==> config.mk <==
export PLATFORM = sky130hd
export DESIGN_NAME = ltg_trigger_gen
export DESIGN_NICKNAME = d
export VERILOG_FILES = /design/src/ltg_pkg.sv /design/src/ltg_list_fetch.sv /design/src/ltg_trigger_gen.sv
export SDC_FILE = /design/constraint.sdc
export NUM_CORES = 1
export LEC_CHECK = 0
export ABC_CLOCK_PERIOD_IN_PS = 5500
export BUFFER_PORTS_ARGS = -buffer_cell sky130_fd_sc_hd__buf_4
export CAP_MARGIN = 20
export CORE_ASPECT_RATIO = 0.75
export CORE_UTILIZATION = 35
export DETAILED_ROUTE_END_ITERATION = 8
export GPL_TIMING_DRIVEN = 0
export HOLD_SLACK_MARGIN = 0.12
export PLACE_DENSITY = 0.65
export SYNTH_ARGS = -nofsm -noshare
export SYNTH_HDL_FRONTEND = slang
export SYNTH_SLANG_ARGS = --single-unit
==> constraint.sdc <==
create_clock -name MCLK -period 5.5 [get_ports MCLK]
set_input_delay 1.1 -clock MCLK [delete_from_list [all_inputs] [get_ports MCLK]]
set_output_delay 1.1 -clock MCLK [all_outputs]
set_load 0.1 [all_outputs]
==> src/ltg_pkg.sv <==
/*
 * ltg_pkg: shared constants for the list driven trigger generator.
 * assumes: one bus clock of 125 MHz, register port with byte-wide index addresses.
 */
package ltg_pkg;

   // ==========================================================================
   // register port geometry
   localparam int unsigned ADDR_W      = 8;
   localparam int unsigned DATA_W      = 32;

   // ==========================================================================
   // register offsets
   localparam logic [7:0] OFS_CONTROL      = 8'h00;
   localparam logic [7:0] OFS_STATUS       = 8'h01;
   localparam logic [7:0] OFS_COUNT        = 8'h02;
   localparam logic [7:0] OFS_BASE_POINTER = 8'h03;
   localparam logic [7:0] OFS_LIST_ZERO    = 8'h04;
   localparam logic [7:0] OFS_LIST_ONE     = 8'h05;
   localparam logic [7:0] OFS_DEBUG        = 8'h06;

   // ==========================================================================
   // control register fields
   localparam int unsigned CTL_ENABLE_BIT  = 0;
   localparam int unsigned CTL_LOAD_OK_BIT = 1;
   localparam int unsigned CTL_LIST_BIT    = 2;

   // status register fields
   localparam int unsigned STS_DONE_BIT    = 0;
   localparam int unsigned STS_OVERRUN_BIT = 1;

   // debug register fields
   localparam int unsigned DBG_FORCE_TRIG_BIT   = 0;
   localparam int unsigned DBG_FORCE_RELOAD_BIT = 2;
   localparam int unsigned DBG_TRIG_PIN_BIT     = 4;
   localparam int unsigned DBG_RELOAD_PIN_BIT   = 6;
   localparam logic [7:0]  DBG_STORED_MASK      = 8'h50;

   // ==========================================================================
   // widths, reset values and counts
   localparam int unsigned PTR_W      = 24;
   localparam int unsigned IDX_W      = 8;
   localparam int unsigned VAL_W      = 16;
   localparam int unsigned NUM_W      = 5;
   localparam logic [23:0] PTR_RESET  = 24'h000000;
   localparam logic [7:0]  IDX_RESET  = 8'h00;
   localparam logic [7:0]  LIST_ZERO_OFFSET = 8'h00;
   localparam logic [7:0]  DBG_RESET  = 8'h00;
   localparam logic [15:0] COUNT_RESET = 16'h0000;
   localparam logic [15:0] END_OF_LIST_MARKER = 16'h0000;
   localparam logic [4:0]  LAST_TRIGGER_NUM = 5'h1F;
   localparam logic [7:0]  ENTRY_BYTES = 8'h02;

   // ==========================================================================
   // generator sequence, gray coded along idle-fetch-wait-done
   typedef enum logic [1:0] {
      ST_IDLE  = 2'b00,
      ST_FETCH = 2'b01,
      ST_WAIT  = 2'b11,
      ST_DONE  = 2'b10
   } ltg_state_t;

endpackage

==> src/ltg_list_fetch.sv <==
/*
 * ltg_list_fetch: one-word read engine toward the system memory read port.
 * assumes: memory holds a level request until a one-cycle acknowledge with data;
 * dropping the request abandons the read.
 */
`timescale 1ns/100ps
`default_nettype none

module ltg_list_fetch (
   // clock and reset
   input  wire logic        clk,
   input  wire logic        rst_n,
   // control from the generator
   input  wire logic        start,
   input  wire logic        abort,
   input  wire logic [23:0] base,
   input  wire logic [7:0]  offset,
   // memory read port
   output logic             mem_req,
   output logic [23:0]      mem_addr,
   input  wire logic        mem_ack,
   input  wire logic [15:0] mem_data,
   // result toward the generator
   output logic             word_valid,
   output logic [15:0]      word
);

   // ==========================================================================
   // address inside the window
   logic [23:0] window_addr;

   assign window_addr = base + {16'h0000, offset};

   // ==========================================================================
   // request and result
   always_ff @(posedge clk or negedge rst_n) begin
      if (!rst_n) begin
         mem_req    <= 1'b0;
         mem_addr   <= ltg_pkg::PTR_RESET;
         word_valid <= 1'b0;
         word       <= ltg_pkg::COUNT_RESET;
      end else begin
         word_valid <= 1'b0;
         if (abort) begin
            mem_req <= 1'b0;
         end else if (start) begin
            mem_req  <= 1'b1;
            mem_addr <= window_addr;
         end else if (mem_req && mem_ack) begin
            mem_req    <= 1'b0;
            word_valid <= 1'b1;
            word       <= mem_data;
         end
      end
   end

endmodule

`default_nettype wire

==> src/ltg_trigger_gen.sv <==
/*
 * ltg_trigger_gen: list driven trigger generator with one generator.
 * assumes: reload input, mode inputs and memory port run on MCLK; pins are
 * driven from flip-flops with their own output enables.
 */
// The register offsets and strobed register access are this design's own decisions.
`timescale 1ns/100ps
`default_nettype none

// How it works
// - time base count reads back only, and stops once the list is finished
// - each reload clears and restarts the count and fetches the first entry
// - 24-bit base pointer; writes ignored while the generator is enabled
// - list zero offset always reads zero, list zero starts at base
// - list one offset gives its start, writable only while disabled
// - debug register reads always, takes writes only in special mode
// - debug bit 6 enables the reload indication pin output
// - debug bit 4 enables the trigger indication pin output
// - debug bit 2 written one while enabled forces a reload, reads zero
// - forced reload sets no overrun flag, pulses reload output one cycle
// - debug bit 0 written one while enabled forces one trigger, reads zero
// - forced reload and trigger are blocked in stop or freeze mode
// - disabled generator makes no triggers and issues no memory reads
// - triggering follows the reload, which also signals a new control cycle
// - a match of count and current value emits a trigger
// - after each trigger the next value is fetched, at most 32 per cycle
// - end marker or 32 triggers sets done and idles until reload
// - short lists raise done only after the marker fetch completes
// - reads stay inside the 256-byte window above the base pointer
// - load-ok at reload swaps lists and clears load-ok, then loads first value
// - each entry is a 16-bit delay counted in bus cycles from reload
module ltg_trigger_gen (
   // clock and reset
   input  wire logic        MCLK,
   input  wire logic        RESET_N,
   // register port
   input  wire logic [7:0]  REG_ADDR,
   input  wire logic [31:0] REG_WDATA,
   input  wire logic        REG_WR,
   input  wire logic        REG_RD,
   output logic [31:0]      REG_RDATA,
   // device mode
   input  wire logic        SPECIAL_MODE,
   input  wire logic        STOP_MODE,
   input  wire logic        FREEZE_MODE,
   // reload from the controlled module
   input  wire logic        RELOAD_IN,
   input  wire logic        RELOAD_ASYNC,
   // system memory read port
   output logic             MEM_RD_REQ,
   output logic [23:0]      MEM_RD_ADDR,
   input  wire logic        MEM_RD_ACK,
   input  wire logic [15:0] MEM_RD_DATA,
   // toward the controlled module and error logic
   output logic             TRIGGER,
   output logic             RELOAD_OUT,
   output logic             GENERATOR_ENABLE,
   output logic             GENERATOR_DONE_FLAG,
   output logic             LIST_LOAD_OK,
   // indication pins
   output logic             RELOAD_INDICATION_PIN,
   output logic             RELOAD_PIN_OUTPUT_ENABLE,
   output logic             TRIGGER_INDICATION_PIN,
   output logic             TRIGGER_PIN_OUTPUT_ENABLE
);

   // ==========================================================================
   // functions
   function automatic logic [7:0] entry_offset(input logic [7:0] list_idx,
                                               input logic [4:0] entry);
      logic [7:0] step;
      step = {3'b000, entry} * ltg_pkg::ENTRY_BYTES;
      entry_offset = list_idx + step;
   endfunction

   function automatic logic is_write(input logic wr, input logic [7:0] addr,
                                     input logic [7:0] ofs);
      is_write = wr && (addr == ofs);
   endfunction

   // ==========================================================================
   // state
   ltg_pkg::ltg_state_t state;
   ltg_pkg::ltg_state_t next_state;
   logic        generator_enable;
   logic        list_load_ok;
   logic        active_list_select;
   logic        generator_done_flag;
   logic        reload_overrun_flag;
   logic [23:0] list_base_pointer;
   logic [7:0]  list_one_offset;
   logic [7:0]  debug_control;
   logic [15:0] time_base_count;
   logic [15:0] trigger_value;
   logic [4:0]  trigger_num;
   logic        trigger_pulse;
   logic        reload_pulse;

   // ==========================================================================
   // register decode
   logic wr_control;
   logic wr_status;
   logic wr_pointer;
   logic wr_list_one;
   logic wr_debug;

   assign wr_control  = is_write(REG_WR, REG_ADDR, ltg_pkg::OFS_CONTROL);
   assign wr_status   = is_write(REG_WR, REG_ADDR, ltg_pkg::OFS_STATUS);
   assign wr_pointer  = is_write(REG_WR, REG_ADDR, ltg_pkg::OFS_BASE_POINTER) && !generator_enable;
   assign wr_list_one = is_write(REG_WR, REG_ADDR, ltg_pkg::OFS_LIST_ONE) && !generator_enable;
   assign wr_debug    = is_write(REG_WR, REG_ADDR, ltg_pkg::OFS_DEBUG) && SPECIAL_MODE;

   // ==========================================================================
   // debug forcing
   logic force_allowed;
   logic force_reload;
   logic force_trigger;

   assign force_allowed = generator_enable && !STOP_MODE && !FREEZE_MODE;
   assign force_reload  = wr_debug && REG_WDATA[ltg_pkg::DBG_FORCE_RELOAD_BIT] && force_allowed;
   assign force_trigger = wr_debug && REG_WDATA[ltg_pkg::DBG_FORCE_TRIG_BIT] && force_allowed;

   // ==========================================================================
   // reload and list selection
   logic reload_event;
   logic swap_list;
   logic next_list;
   logic set_overrun;
   logic set_load_ok;
   logic [7:0] active_offset;

   assign reload_event = generator_enable && (RELOAD_IN || force_reload);
   assign swap_list    = reload_event && list_load_ok;
   assign next_list    = swap_list ? !active_list_select : active_list_select;
   assign set_overrun  = reload_event && !list_load_ok && !force_reload && !RELOAD_ASYNC;
   assign set_load_ok  = wr_control && REG_WDATA[ltg_pkg::CTL_LOAD_OK_BIT];
   assign active_offset = next_list ? list_one_offset : ltg_pkg::LIST_ZERO_OFFSET;

   // ==========================================================================
   // list fetch
   logic       fetch_start;
   logic       fetch_abort;
   logic [4:0] fetch_entry;
   logic [7:0] fetch_offset;
   logic       word_valid;
   logic [15:0] word;
   logic       is_marker;
   logic       count_match;
   logic       last_trigger;

   assign fetch_abort  = !generator_enable || reload_event;
   assign count_match  = (state == ltg_pkg::ST_WAIT) && (time_base_count == trigger_value);
   assign last_trigger = (trigger_num == ltg_pkg::LAST_TRIGGER_NUM);
   assign fetch_start  = (reload_event || (count_match && !last_trigger)) && generator_enable;
   assign fetch_entry  = reload_event ? 5'h00 : trigger_num + 5'h01;
   assign fetch_offset = entry_offset(active_offset, fetch_entry);
   assign is_marker    = (word == ltg_pkg::END_OF_LIST_MARKER);

   ltg_list_fetch u_fetch (
      .clk        (MCLK),
      .rst_n      (RESET_N),
      .start      (fetch_start),
      .abort      (fetch_abort && !fetch_start),
      .base       (list_base_pointer),
      .offset     (fetch_offset),
      .mem_req    (MEM_RD_REQ),
      .mem_addr   (MEM_RD_ADDR),
      .mem_ack    (MEM_RD_ACK),
      .mem_data   (MEM_RD_DATA),
      .word_valid (word_valid),
      .word       (word)
   );

   // ==========================================================================
   // generator sequence
   always_comb begin
      next_state = state;
      case (state)
         ltg_pkg::ST_IDLE: begin
            if (reload_event) begin
               next_state = ltg_pkg::ST_FETCH;
            end
         end
         ltg_pkg::ST_FETCH: begin
            if (word_valid) begin
               next_state = is_marker ? ltg_pkg::ST_DONE : ltg_pkg::ST_WAIT;
            end
         end
         ltg_pkg::ST_WAIT: begin
            if (count_match) begin
               next_state = last_trigger ? ltg_pkg::ST_DONE : ltg_pkg::ST_FETCH;
            end
         end
         ltg_pkg::ST_DONE: begin
            next_state = ltg_pkg::ST_DONE;
         end
         default: begin
            next_state = ltg_pkg::ST_IDLE;
         end
      endcase
      if (reload_event) begin
         next_state = ltg_pkg::ST_FETCH;
      end
      if (!generator_enable) begin
         next_state = ltg_pkg::ST_IDLE;
      end
   end

   logic set_done;

   assign set_done = ((state == ltg_pkg::ST_FETCH) && word_valid && is_marker && !reload_event)
                  || (count_match && last_trigger && !reload_event);

   always_ff @(posedge MCLK or negedge RESET_N) begin
      if (!RESET_N) begin
         state <= ltg_pkg::ST_IDLE;
      end else begin
         state <= next_state;
      end
   end

   // ==========================================================================
   // time base counter and trigger bookkeeping
   logic counting;

   assign counting = (state == ltg_pkg::ST_FETCH) || (state == ltg_pkg::ST_WAIT);

   always_ff @(posedge MCLK or negedge RESET_N) begin
      if (!RESET_N) begin
         time_base_count <= ltg_pkg::COUNT_RESET;
      end else if (reload_event) begin
         time_base_count <= ltg_pkg::COUNT_RESET;
      end else if (counting) begin
         time_base_count <= time_base_count + 16'h0001;
      end
   end

   always_ff @(posedge MCLK or negedge RESET_N) begin
      if (!RESET_N) begin
         trigger_value <= ltg_pkg::COUNT_RESET;
         trigger_num   <= 5'h00;
      end else if (reload_event) begin
         trigger_num   <= 5'h00;
      end else begin
         if ((state == ltg_pkg::ST_FETCH) && word_valid) begin
            trigger_value <= word;
         end
         if (count_match) begin
            trigger_num <= trigger_num + 5'h01;
         end
      end
   end

   // ==========================================================================
   // trigger and reload pulses
   always_ff @(posedge MCLK or negedge RESET_N) begin
      if (!RESET_N) begin
         trigger_pulse <= 1'b0;
         reload_pulse  <= 1'b0;
      end else begin
         trigger_pulse <= (count_match && !reload_event) || force_trigger;
         reload_pulse  <= reload_event;
      end
   end

   // ==========================================================================
   // control and status registers
   always_ff @(posedge MCLK or negedge RESET_N) begin
      if (!RESET_N) begin
         generator_enable    <= 1'b0;
         list_load_ok        <= 1'b0;
         active_list_select  <= 1'b0;
         generator_done_flag <= 1'b0;
         reload_overrun_flag <= 1'b0;
      end else begin
         if (wr_control) begin
            generator_enable <= REG_WDATA[ltg_pkg::CTL_ENABLE_BIT];
         end
         // reload clears load-ok, software set wins
         list_load_ok <= set_load_ok || (list_load_ok && !reload_event);
         if (wr_control && !generator_enable) begin
            active_list_select <= REG_WDATA[ltg_pkg::CTL_LIST_BIT];
         end else begin
            active_list_select <= next_list;
         end
         generator_done_flag <= set_done
            || (generator_done_flag && !(wr_status && REG_WDATA[ltg_pkg::STS_DONE_BIT]));
         reload_overrun_flag <= set_overrun
            || (reload_overrun_flag && !(wr_status && REG_WDATA[ltg_pkg::STS_OVERRUN_BIT]));
      end
   end

   always_ff @(posedge MCLK or negedge RESET_N) begin
      if (!RESET_N) begin
         list_base_pointer <= ltg_pkg::PTR_RESET;
         list_one_offset   <= ltg_pkg::IDX_RESET;
         debug_control     <= ltg_pkg::DBG_RESET;
      end else begin
         if (wr_pointer) begin
            list_base_pointer <= REG_WDATA[23:0];
         end
         if (wr_list_one) begin
            list_one_offset <= REG_WDATA[7:0];
         end
         if (wr_debug) begin
            debug_control <= REG_WDATA[7:0] & ltg_pkg::DBG_STORED_MASK;
         end
      end
   end

   // ==========================================================================
   // read path
   logic [31:0] read_mux;

   always_comb begin
      read_mux = 32'h00000000;
      case (REG_ADDR)
         ltg_pkg::OFS_CONTROL: begin
            read_mux[ltg_pkg::CTL_ENABLE_BIT]  = generator_enable;
            read_mux[ltg_pkg::CTL_LOAD_OK_BIT] = list_load_ok;
            read_mux[ltg_pkg::CTL_LIST_BIT]    = active_list_select;
         end
         ltg_pkg::OFS_STATUS: begin
            read_mux[ltg_pkg::STS_DONE_BIT]    = generator_done_flag;
            read_mux[ltg_pkg::STS_OVERRUN_BIT] = reload_overrun_flag;
         end
         ltg_pkg::OFS_COUNT:        read_mux[15:0] = time_base_count;
         ltg_pkg::OFS_BASE_POINTER: read_mux[23:0] = list_base_pointer;
         ltg_pkg::OFS_LIST_ZERO:    read_mux[7:0]  = ltg_pkg::LIST_ZERO_OFFSET;
         ltg_pkg::OFS_LIST_ONE:     read_mux[7:0]  = list_one_offset;
         ltg_pkg::OFS_DEBUG:        read_mux[7:0]  = debug_control;
         default:                   read_mux       = 32'h00000000;
      endcase
   end

   always_ff @(posedge MCLK or negedge RESET_N) begin
      if (!RESET_N) begin
         REG_RDATA <= 32'h00000000;
      end else begin
         REG_RDATA <= REG_RD ? read_mux : 32'h00000000;
      end
   end

   // ==========================================================================
   // outputs
   always_ff @(posedge MCLK or negedge RESET_N) begin
      if (!RESET_N) begin
         TRIGGER                   <= 1'b0;
         RELOAD_OUT                <= 1'b0;
         GENERATOR_ENABLE          <= 1'b0;
         GENERATOR_DONE_FLAG       <= 1'b0;
         LIST_LOAD_OK              <= 1'b0;
         RELOAD_INDICATION_PIN     <= 1'b0;
         RELOAD_PIN_OUTPUT_ENABLE  <= 1'b0;
         TRIGGER_INDICATION_PIN    <= 1'b0;
         TRIGGER_PIN_OUTPUT_ENABLE <= 1'b0;
      end else begin
         TRIGGER                   <= trigger_pulse;
         RELOAD_OUT                <= reload_pulse;
         GENERATOR_ENABLE          <= generator_enable;
         GENERATOR_DONE_FLAG       <= generator_done_flag;
         LIST_LOAD_OK              <= list_load_ok;
         RELOAD_INDICATION_PIN     <= reload_pulse;
         TRIGGER_INDICATION_PIN    <= trigger_pulse;
         RELOAD_PIN_OUTPUT_ENABLE  <= debug_control[ltg_pkg::DBG_RELOAD_PIN_BIT];
         TRIGGER_PIN_OUTPUT_ENABLE <= debug_control[ltg_pkg::DBG_TRIG_PIN_BIT];
      end
   end

endmodule

`default_nettype wire

Word level (Yosys, flattened, before mapping) --
Index checks and enable logic that the tools add are counted.
Operators by class: bitwise logic cells 3, reductions and logical operators 68, equal/unequal tests 13, add/subtract/negate cells 4, multiplexer cells 27
Operators with widths (number):
- 1-bit logical AND | 37
- 16-bit 2-to-1 mux | 2
- 24-bit by 8-bit adder with 24-bit output | 1
- 24-bit 2-to-1 mux | 1
- 5-bit one-hot mux with 4 select lines | 1
- 16-bit by 1-bit adder with 16-bit output (second input constant) | 1
- 16-bit equality test | 1
- 8-bit by 2-bit equality test with 1-bit output (second input constant) | 2
- 8-bit by 3-bit equality test with 1-bit output (second input constant) | 2
- 16-bit logical NOT | 1
- 8-bit 2-to-1 mux | 2
- 8-bit one-hot mux with 2 select lines | 1
- 5-bit 2-to-1 mux | 3
- 1-bit logical NOT | 12
- 2-bit 2-to-1 mux | 5
- 2-bit one-hot mux with 5 select lines | 1
- 1-bit logical OR | 9
- 1-bit 2-to-1 mux | 9
- 8-bit by 6-bit adder with 8-bit output | 1
- 8-bit by 1-bit equality test with 1-bit output (second input constant) | 1
- 8-bit logical NOT | 1
- 2-bit one-hot mux with 3 select lines | 1
- 3-bit AND reduction | 2
- 5-bit by 1-bit adder with 5-bit output (second input constant) | 1
- 12 further kinds | 17
Word-level totals: bits in registers 153, logic and storage cells 141, output and inout bits 66, input bits 66

Depth between registers and ports, before layout --
depth in word-level cells 13, mapped depth 23, mapped depth without buffers 21

Modules after synthesis --
A second synthesis with hierarchy kept.
Unflattened totals: cell total of the unflattened synthesis 676, area total of the unflattened synthesis 7553.5 um^2
By module, submodules not included:
- ltg_trigger_gen | instances 1, sequential area each 2777.7 um^2, area an instance 5258.8 um^2, cells an instance 448
- ltg_list_fetch | instances 1, sequential area each 1051.0 um^2, area an instance 2294.7 um^2, cells an instance 228

Worst setup path after synthesis --
Ideal clock, no wire load.
path type input to register, start in REG_ADDR[0], end reg u_fetch.mem_addr[17], library setup time 0.126 ns, data required time 5.374 ns, stages on the path 23, arrival time 5.624 ns, slack -0.250 ns, buffers on the path 2, cell sequence buf_4 > and4b_1 > nand4_1 > o21bai_2 > nand2_2 > inv_2 > clkbuf_1 > nor2_1 > ha_1 > fa_1 > a21o_1 > a21oi_1 > nor2b_1 > o21ai_0 > xnor2_1 > and2_1 > ha_1 > nand3_1 > o2bb2ai_1 > a311oi_1 > nor4b_1 > xor2_1 > mux2_2
On the way: elaborated cells between the ends (all ways) 20, classes of those cells 2 x add/sub; 1 x eq/ne; 3 x mux; 1 x bitwise; 13 x reduce/logical
RTL lines:
- start, declared | line ltg_trigger_gen.sv:37 | input wire logic [7:0] REG_ADDR,
- 8-bit by 3-bit equality test with 1-bit output
- 1-bit logical AND | line ltg_trigger_gen.sv:78 | is_write = wr && (addr == ofs);
- 1-bit logical AND | line ltg_trigger_gen.sv:111 | assign wr_debug = is_write(REG_WR, REG_ADDR, ltg_pkg::OFS_DEBUG) && SPECIAL_MODE;
- 1-bit logical AND (2 in series) | line ltg_trigger_gen.sv:120 | assign force_reload = wr_debug && REG_WDATA[ltg_pkg::DBG_FORCE_RELOAD_BIT] && force_allowed;
- 1-bit logical OR | line ltg_trigger_gen.sv:132 | assign reload_event = generator_enable && (RELOAD_IN || force_reload);
- 1-bit logical AND | line ltg_trigger_gen.sv:132
- named net reload_event | line ltg_trigger_gen.sv:125 | logic reload_event;
- 5-bit 2-to-1 mux | line ltg_trigger_gen.sv:155 | assign fetch_entry = reload_event ? 5'h00 : trigger_num + 5'h01;
- named net fetch_entry[0] | line ltg_trigger_gen.sv:143 | logic [4:0] fetch_entry;
- 8-bit by 6-bit adder with 8-bit output | line ltg_trigger_gen.sv:73 | entry_offset = list_idx + step;
- 24-bit by 8-bit adder with 24-bit output | line ltg_list_fetch.sv:32 | assign window_addr = base + {16'h0000, offset};
- end signal, assigned | line ltg_list_fetch.sv:39 | mem_addr <= ltg_pkg::PTR_RESET;
- end signal, assigned | line ltg_list_fetch.sv:48 | mem_addr <= window_addr;
- end, declared | line ltg_list_fetch.sv:20 | output logic [23:0] mem_addr,
The timed path passes the listed nets, and every way through them passes these cells. A chain may end at the register's enable or synchronous reset.

Worst setup path in the final report --
start in REG_ADDR[6], end reg u_fetch.mem_addr[23]
On the way: elaborated cells between the ends (all ways) 20, classes of those cells 2 x add/sub; 1 x eq/ne; 3 x mux; 1 x bitwise; 13 x reduce/logical
RTL lines (line):
- 8-bit by 3-bit equality test with 1-bit output
- 1-bit logical AND | ltg_trigger_gen.sv:78
- 1-bit logical AND | ltg_trigger_gen.sv:111
- 1-bit logical AND (2 in series) | ltg_trigger_gen.sv:120
- 1-bit logical OR | ltg_trigger_gen.sv:132
- 1-bit logical AND | ltg_trigger_gen.sv:132
- 5-bit 2-to-1 mux | ltg_trigger_gen.sv:155
- named net fetch_entry[0] | ltg_trigger_gen.sv:143
- 8-bit by 6-bit adder with 8-bit output | ltg_trigger_gen.sv:73
- 24-bit by 8-bit adder with 24-bit output | ltg_list_fetch.sv:32
The timed path passes the listed nets, and every way through them passes these cells.

==> results.tsv <==
metric	value	unit
rows	45	
grt_util_all_layers	0.1794	
start_kind	input port	
route.vias.total	5393	
top_level_ports	132	
regToRegSetupSlack	0.81	ns
yosysSeqAreaShare	0.5120	
clk_pin_slew_worst_paths	0.06	ns
avgSynthCellArea	11.83	um2
busiest_layer	met1	
crit_arrival	5.56	ns
grt_max_degree	92	
rr_startpoint	generator_enable$_DFFE_PN0P_	
grt_pass1_wl	29510	um
synthCells	632	
viasPerCell	5.031	
internal-power	2.076	mW
synth_area	7477	um2
synthAdderAreaFrac	0.03380	
p_per_area	326.2	nW/um2
criticalPathCategory	in2reg	
ys_async_sr_fraction	1.000	
cts_root_buf	clkbuf_16	
synth_ff_type	dfrtp_1	
cpMostUsedCell	buf_4	
fmax	190.5	MHz
grt_pass1_vias	5180	
initial_core_util	0.3628	
wirelength	18620	um
cts_made_buffers	17	
clock-sinks	153	
nets	862	
post_drt_wl_per_cell	17.37	um
antenna_found_initial	0	
hp-class	reg2reg	
swShare	0.3268	
timing.rr.end	u_fetch.mem_addr[23]$_DFFE_PN0P_	
n_antenna_cell	0	
cts_hold_buf	0	
p_sw	1.008	mW
h-tree-depth	4	
muxShareOfSynthArea	0.1441	
relSlewSlack	0.2448	
drive_above_1_share	0.3595	
yosys.area_share.simple	0.1394	
worst_pin_slew	1.122	ns
synth_top_family_by_area	multiplexers	
syn_to_final_growth	26.46	%
place_congestion	0.8403	
cap_violations	0	
die_w	170.8	um
crit_buf_inv	4	
synth_compound_area_frac	0.06760	
fin_crit_sh	0.9543	
end_kind	flip-flop	
power_leakage	4.635	nW
met2_usage	0.2425	
cts_buffer_depth	2	
ys_ff_latch	153	
reg2regPathDepth	22	
skew	0.01267	ns
met1_usage	0.2760	
synth_edf_count	0	
path_depth	24	
status	finished clean	
whs	0.3554	ns
overflow	0	
seq_power_share	0.437	
crit_fanout	15	
slew_viol_final	0	
fin_crit	5.249	ns
cp.required	5.81	ns
clk_latency	0.43	ns
p_comb_frac	0.195	
final.setup.tns	0	ns
path_cells	buf_4, nor4_4, buf_4, nand4_1, o21bai_4, nand2_4, inv_6, nor2_1, ha_1, fa_1, a21o_1, a21oi_2, nor2b_1, o21ai_0, xnor2_1, and2_1, ha_4, nand3_1, o2bb2ai_2, a311oi_4, buf_12, nor4b_2, xor2_1, mux2_2	
hold_viol	0	
setup_viol	0	
crit_path_max_incr_delay	0.43	ns
die_y	128.6	um
peakVddDrop	0.0002268	V
first_pass_iters	4	
ant_nets	0	
cts_tree	yes	
ys_warn_count	0	
route.detailed.drc	0	
cp-endpoint	u_fetch.mem_addr[23]$_DFFE_PN0P_	
port_buffers	112	
critical_path.top_delay_family	simple AND/OR/NAND/NOR gates	
pwr-share-clk	0.368	
startpoint	REG_ADDR[6]	
gr-usage-met3	0.04952	
drt_iter0_markers	302	
yosys.cell_types.count	58	
synthXorXnorAreaFrac	0.06911	
cpMaxStageDelayCell	fa_1	
hpwl	13740	um
coreArea	20610	um2
n_fill_cell	1916	
dieArea	21960	um2
## logic make-up after synthesis
| family | after synthesis |
|---|---|
| adders and majority gates | 19 |
| xor gates and xnor gates | 59 |
| AOI/OAI and AO/OA | 75 |
| other | 1 |
| DFF | 153 |
| muxes | 93 |
| and+or+nand+nor | 189 |
| buffers and inverters | 43 |
## per-stage QoR
step	cells	setup slack [ns]	total power, mW	cell area, um2	utilization
6_report	1072	0.2513	3.084	9455	0.4588
5_1_grt	1072	-0.002199	3.223	9455	0.4588
4_1_cts	1070	0.01813	3.109	9410	0.4566
3_5_place_dp	1034	-1.016	1.961	8743	0.4243
3_3_place_gp	1033	-0.9404	1.949	8708	0.4226
2_1_floorplan	639	0.08582	1.761	7515	-
## layer usage
metal / wire length, um / share of wire
met5: 0 / 0
met3: 1274 / 0.068
met4: 139 / 0.0075
met2: 7826 / 0.42
met1: 9375 / 0.50
## flip-flops by register name (all words and copies together) (netlist names), 2 cells and up
register	cells
REG_RDATA	24
list_base_pointer	24
u_fetch.mem_addr	24
time_base_count	16
trigger_value	16
u_fetch.word	16
list_one_offset	8
trigger_num	5
debug_control	2
state	2
## synth_stat cells, types with 2 or more instances
| master | instances | area (um2) |
|---|---|---|
| a21o_1 | 3 | 22.52 |
| a21oi_1 | 23 | 115.1 |
| a22oi_1 | 17 | 127.6 |
| a31oi_1 | 3 | 18.77 |
| a32o_1 | 2 | 20.02 |
| and2_1 | 11 | 68.82 |
| and3_1 | 11 | 68.82 |
| and4_1 | 4 | 35.03 |
| and4b_1 | 2 | 20.02 |
| buf_1 | 2 | 7.510 |
| buf_2 | 7 | 35.03 |
| buf_4 | 13 | 97.59 |
| buf_6 | 2 | 22.52 |
| clkbuf_1 | 8 | 30.03 |
| dfrtp_1 | 153 | 3829 |
| fa_1 | 2 | 40.04 |
| ha_1 | 17 | 212.7 |
| inv_1 | 9 | 33.78 |
| mux2_2 | 81 | 912.1 |
| mux2_4 | 9 | 135.1 |
| mux2i_1 | 3 | 30.03 |
| nand2_1 | 36 | 135.1 |
| nand2_2 | 2 | 12.51 |
| nand3_1 | 24 | 120.1 |
| nand4_1 | 12 | 75.07 |
| nor2_1 | 32 | 120.1 |
| nor2b_1 | 14 | 87.58 |
| nor3_1 | 10 | 50.05 |
| nor3b_1 | 3 | 22.52 |
| nor4_1 | 8 | 50.05 |
| nor4b_1 | 4 | 35.03 |
| o21ai_0 | 13 | 65.06 |
| o2bb2ai_1 | 2 | 17.52 |
| o31a_1 | 2 | 17.52 |
| or2b_1 | 2 | 15.01 |
| or3_1 | 7 | 43.79 |
| xnor2_1 | 31 | 271.5 |
| xor2_1 | 28 | 245.2 |
## timing repair
item,4_1_cts,5_1_grt
setup buffers,5,2
gates cloned,0,0
endpoints found under the setup margin,16,16
gates resized for setup,9,6
endpoints found under the hold margin,0,0
pin swaps,4,2
## worst min-delay path by stage
stage                            from  cells past startpoint                               to
6_report       reload_pulse$_DFF_PN0_                      0  RELOAD_INDICATION_PIN$_DFF_PN0_
5_1_grt        reload_pulse$_DFF_PN0_                      0  RELOAD_INDICATION_PIN$_DFF_PN0_
4_1_cts        reload_pulse$_DFF_PN0_                      0  RELOAD_INDICATION_PIN$_DFF_PN0_
3_5_place_dp   reload_pulse$_DFF_PN0_                      0  RELOAD_INDICATION_PIN$_DFF_PN0_
3_3_place_gp   reload_pulse$_DFF_PN0_                      0  RELOAD_INDICATION_PIN$_DFF_PN0_
2_1_floorplan  reload_pulse$_DFF_PN0_                      0  RELOAD_INDICATION_PIN$_DFF_PN0_
## power groups by stage
| stage | Sequential, mW | Clock (mW) | Combinational [mW] |
|---|---|---|---|
| floorplan | 1.46 | 0 | 0.302 |
| global placement | 1.36 | 0 | 0.585 |
| detailed placement | 1.37 | 0 | 0.595 |
| CTS | 1.35 | 1.16 | 0.604 |
| global route | 1.36 | 1.20 | 0.655 |
| finish | 1.35 | 1.14 | 0.601 |
## area by class of cell
| class | instances | area (um2) | share of cell area |
|---|---|---|---|
| timing repair buffer | 120 | 940.9 | 0.09951 |
| tap | 282 | 352.8 | 0.03732 |
| clock buffer | 19 | 432.9 | 0.04579 |
| sequential | 153 | 3829 | 0.4049 |
| multi-input combinational | 443 | 3513 | 0.3716 |
| buffer | 32 | 209.0 | 0.02210 |
| clock inverter | 13 | 135.1 | 0.01429 |
| inverter | 10 | 42.54 | 0.004499 |
## worst register-to-register path: cells and delay by family, from the launching register on
family                   cells  cell delay, ns
buffers and inverters        2            0.32
XOR/XNOR                     2            0.18
AND/OR/NAND/NOR              8            1.45
AO/OA/AOI/OAI                6            0.99
flip-flops                   1            0.37
adder cells (fa/ha/maj)      3            0.98
multiplexers                 1            0.26
## placed cells by master (no fill, tap or decap), types with 5 or more instances in the layout
master and count:
a22oi_1 17, nor4_1 8, nand2_1 36, and3_1 11, nand4_1 12, buf_4 130
and2_1 11, buf_2 7, mux2_4 9, mux2_2 81, a21oi_1 21, inv_6 5
xor2_1 28, clkbuf_1 9, ha_1 16, conb_1 8, nor2_1 31, o21ai_0 13
xnor2_1 31, dfrtp_1 153, clkbuf_16 17, nand3_1 23, or3_1 7, nor3_1 10
inv_1 9, nor2b_1 14
Power figures use the tool's default switching activity.
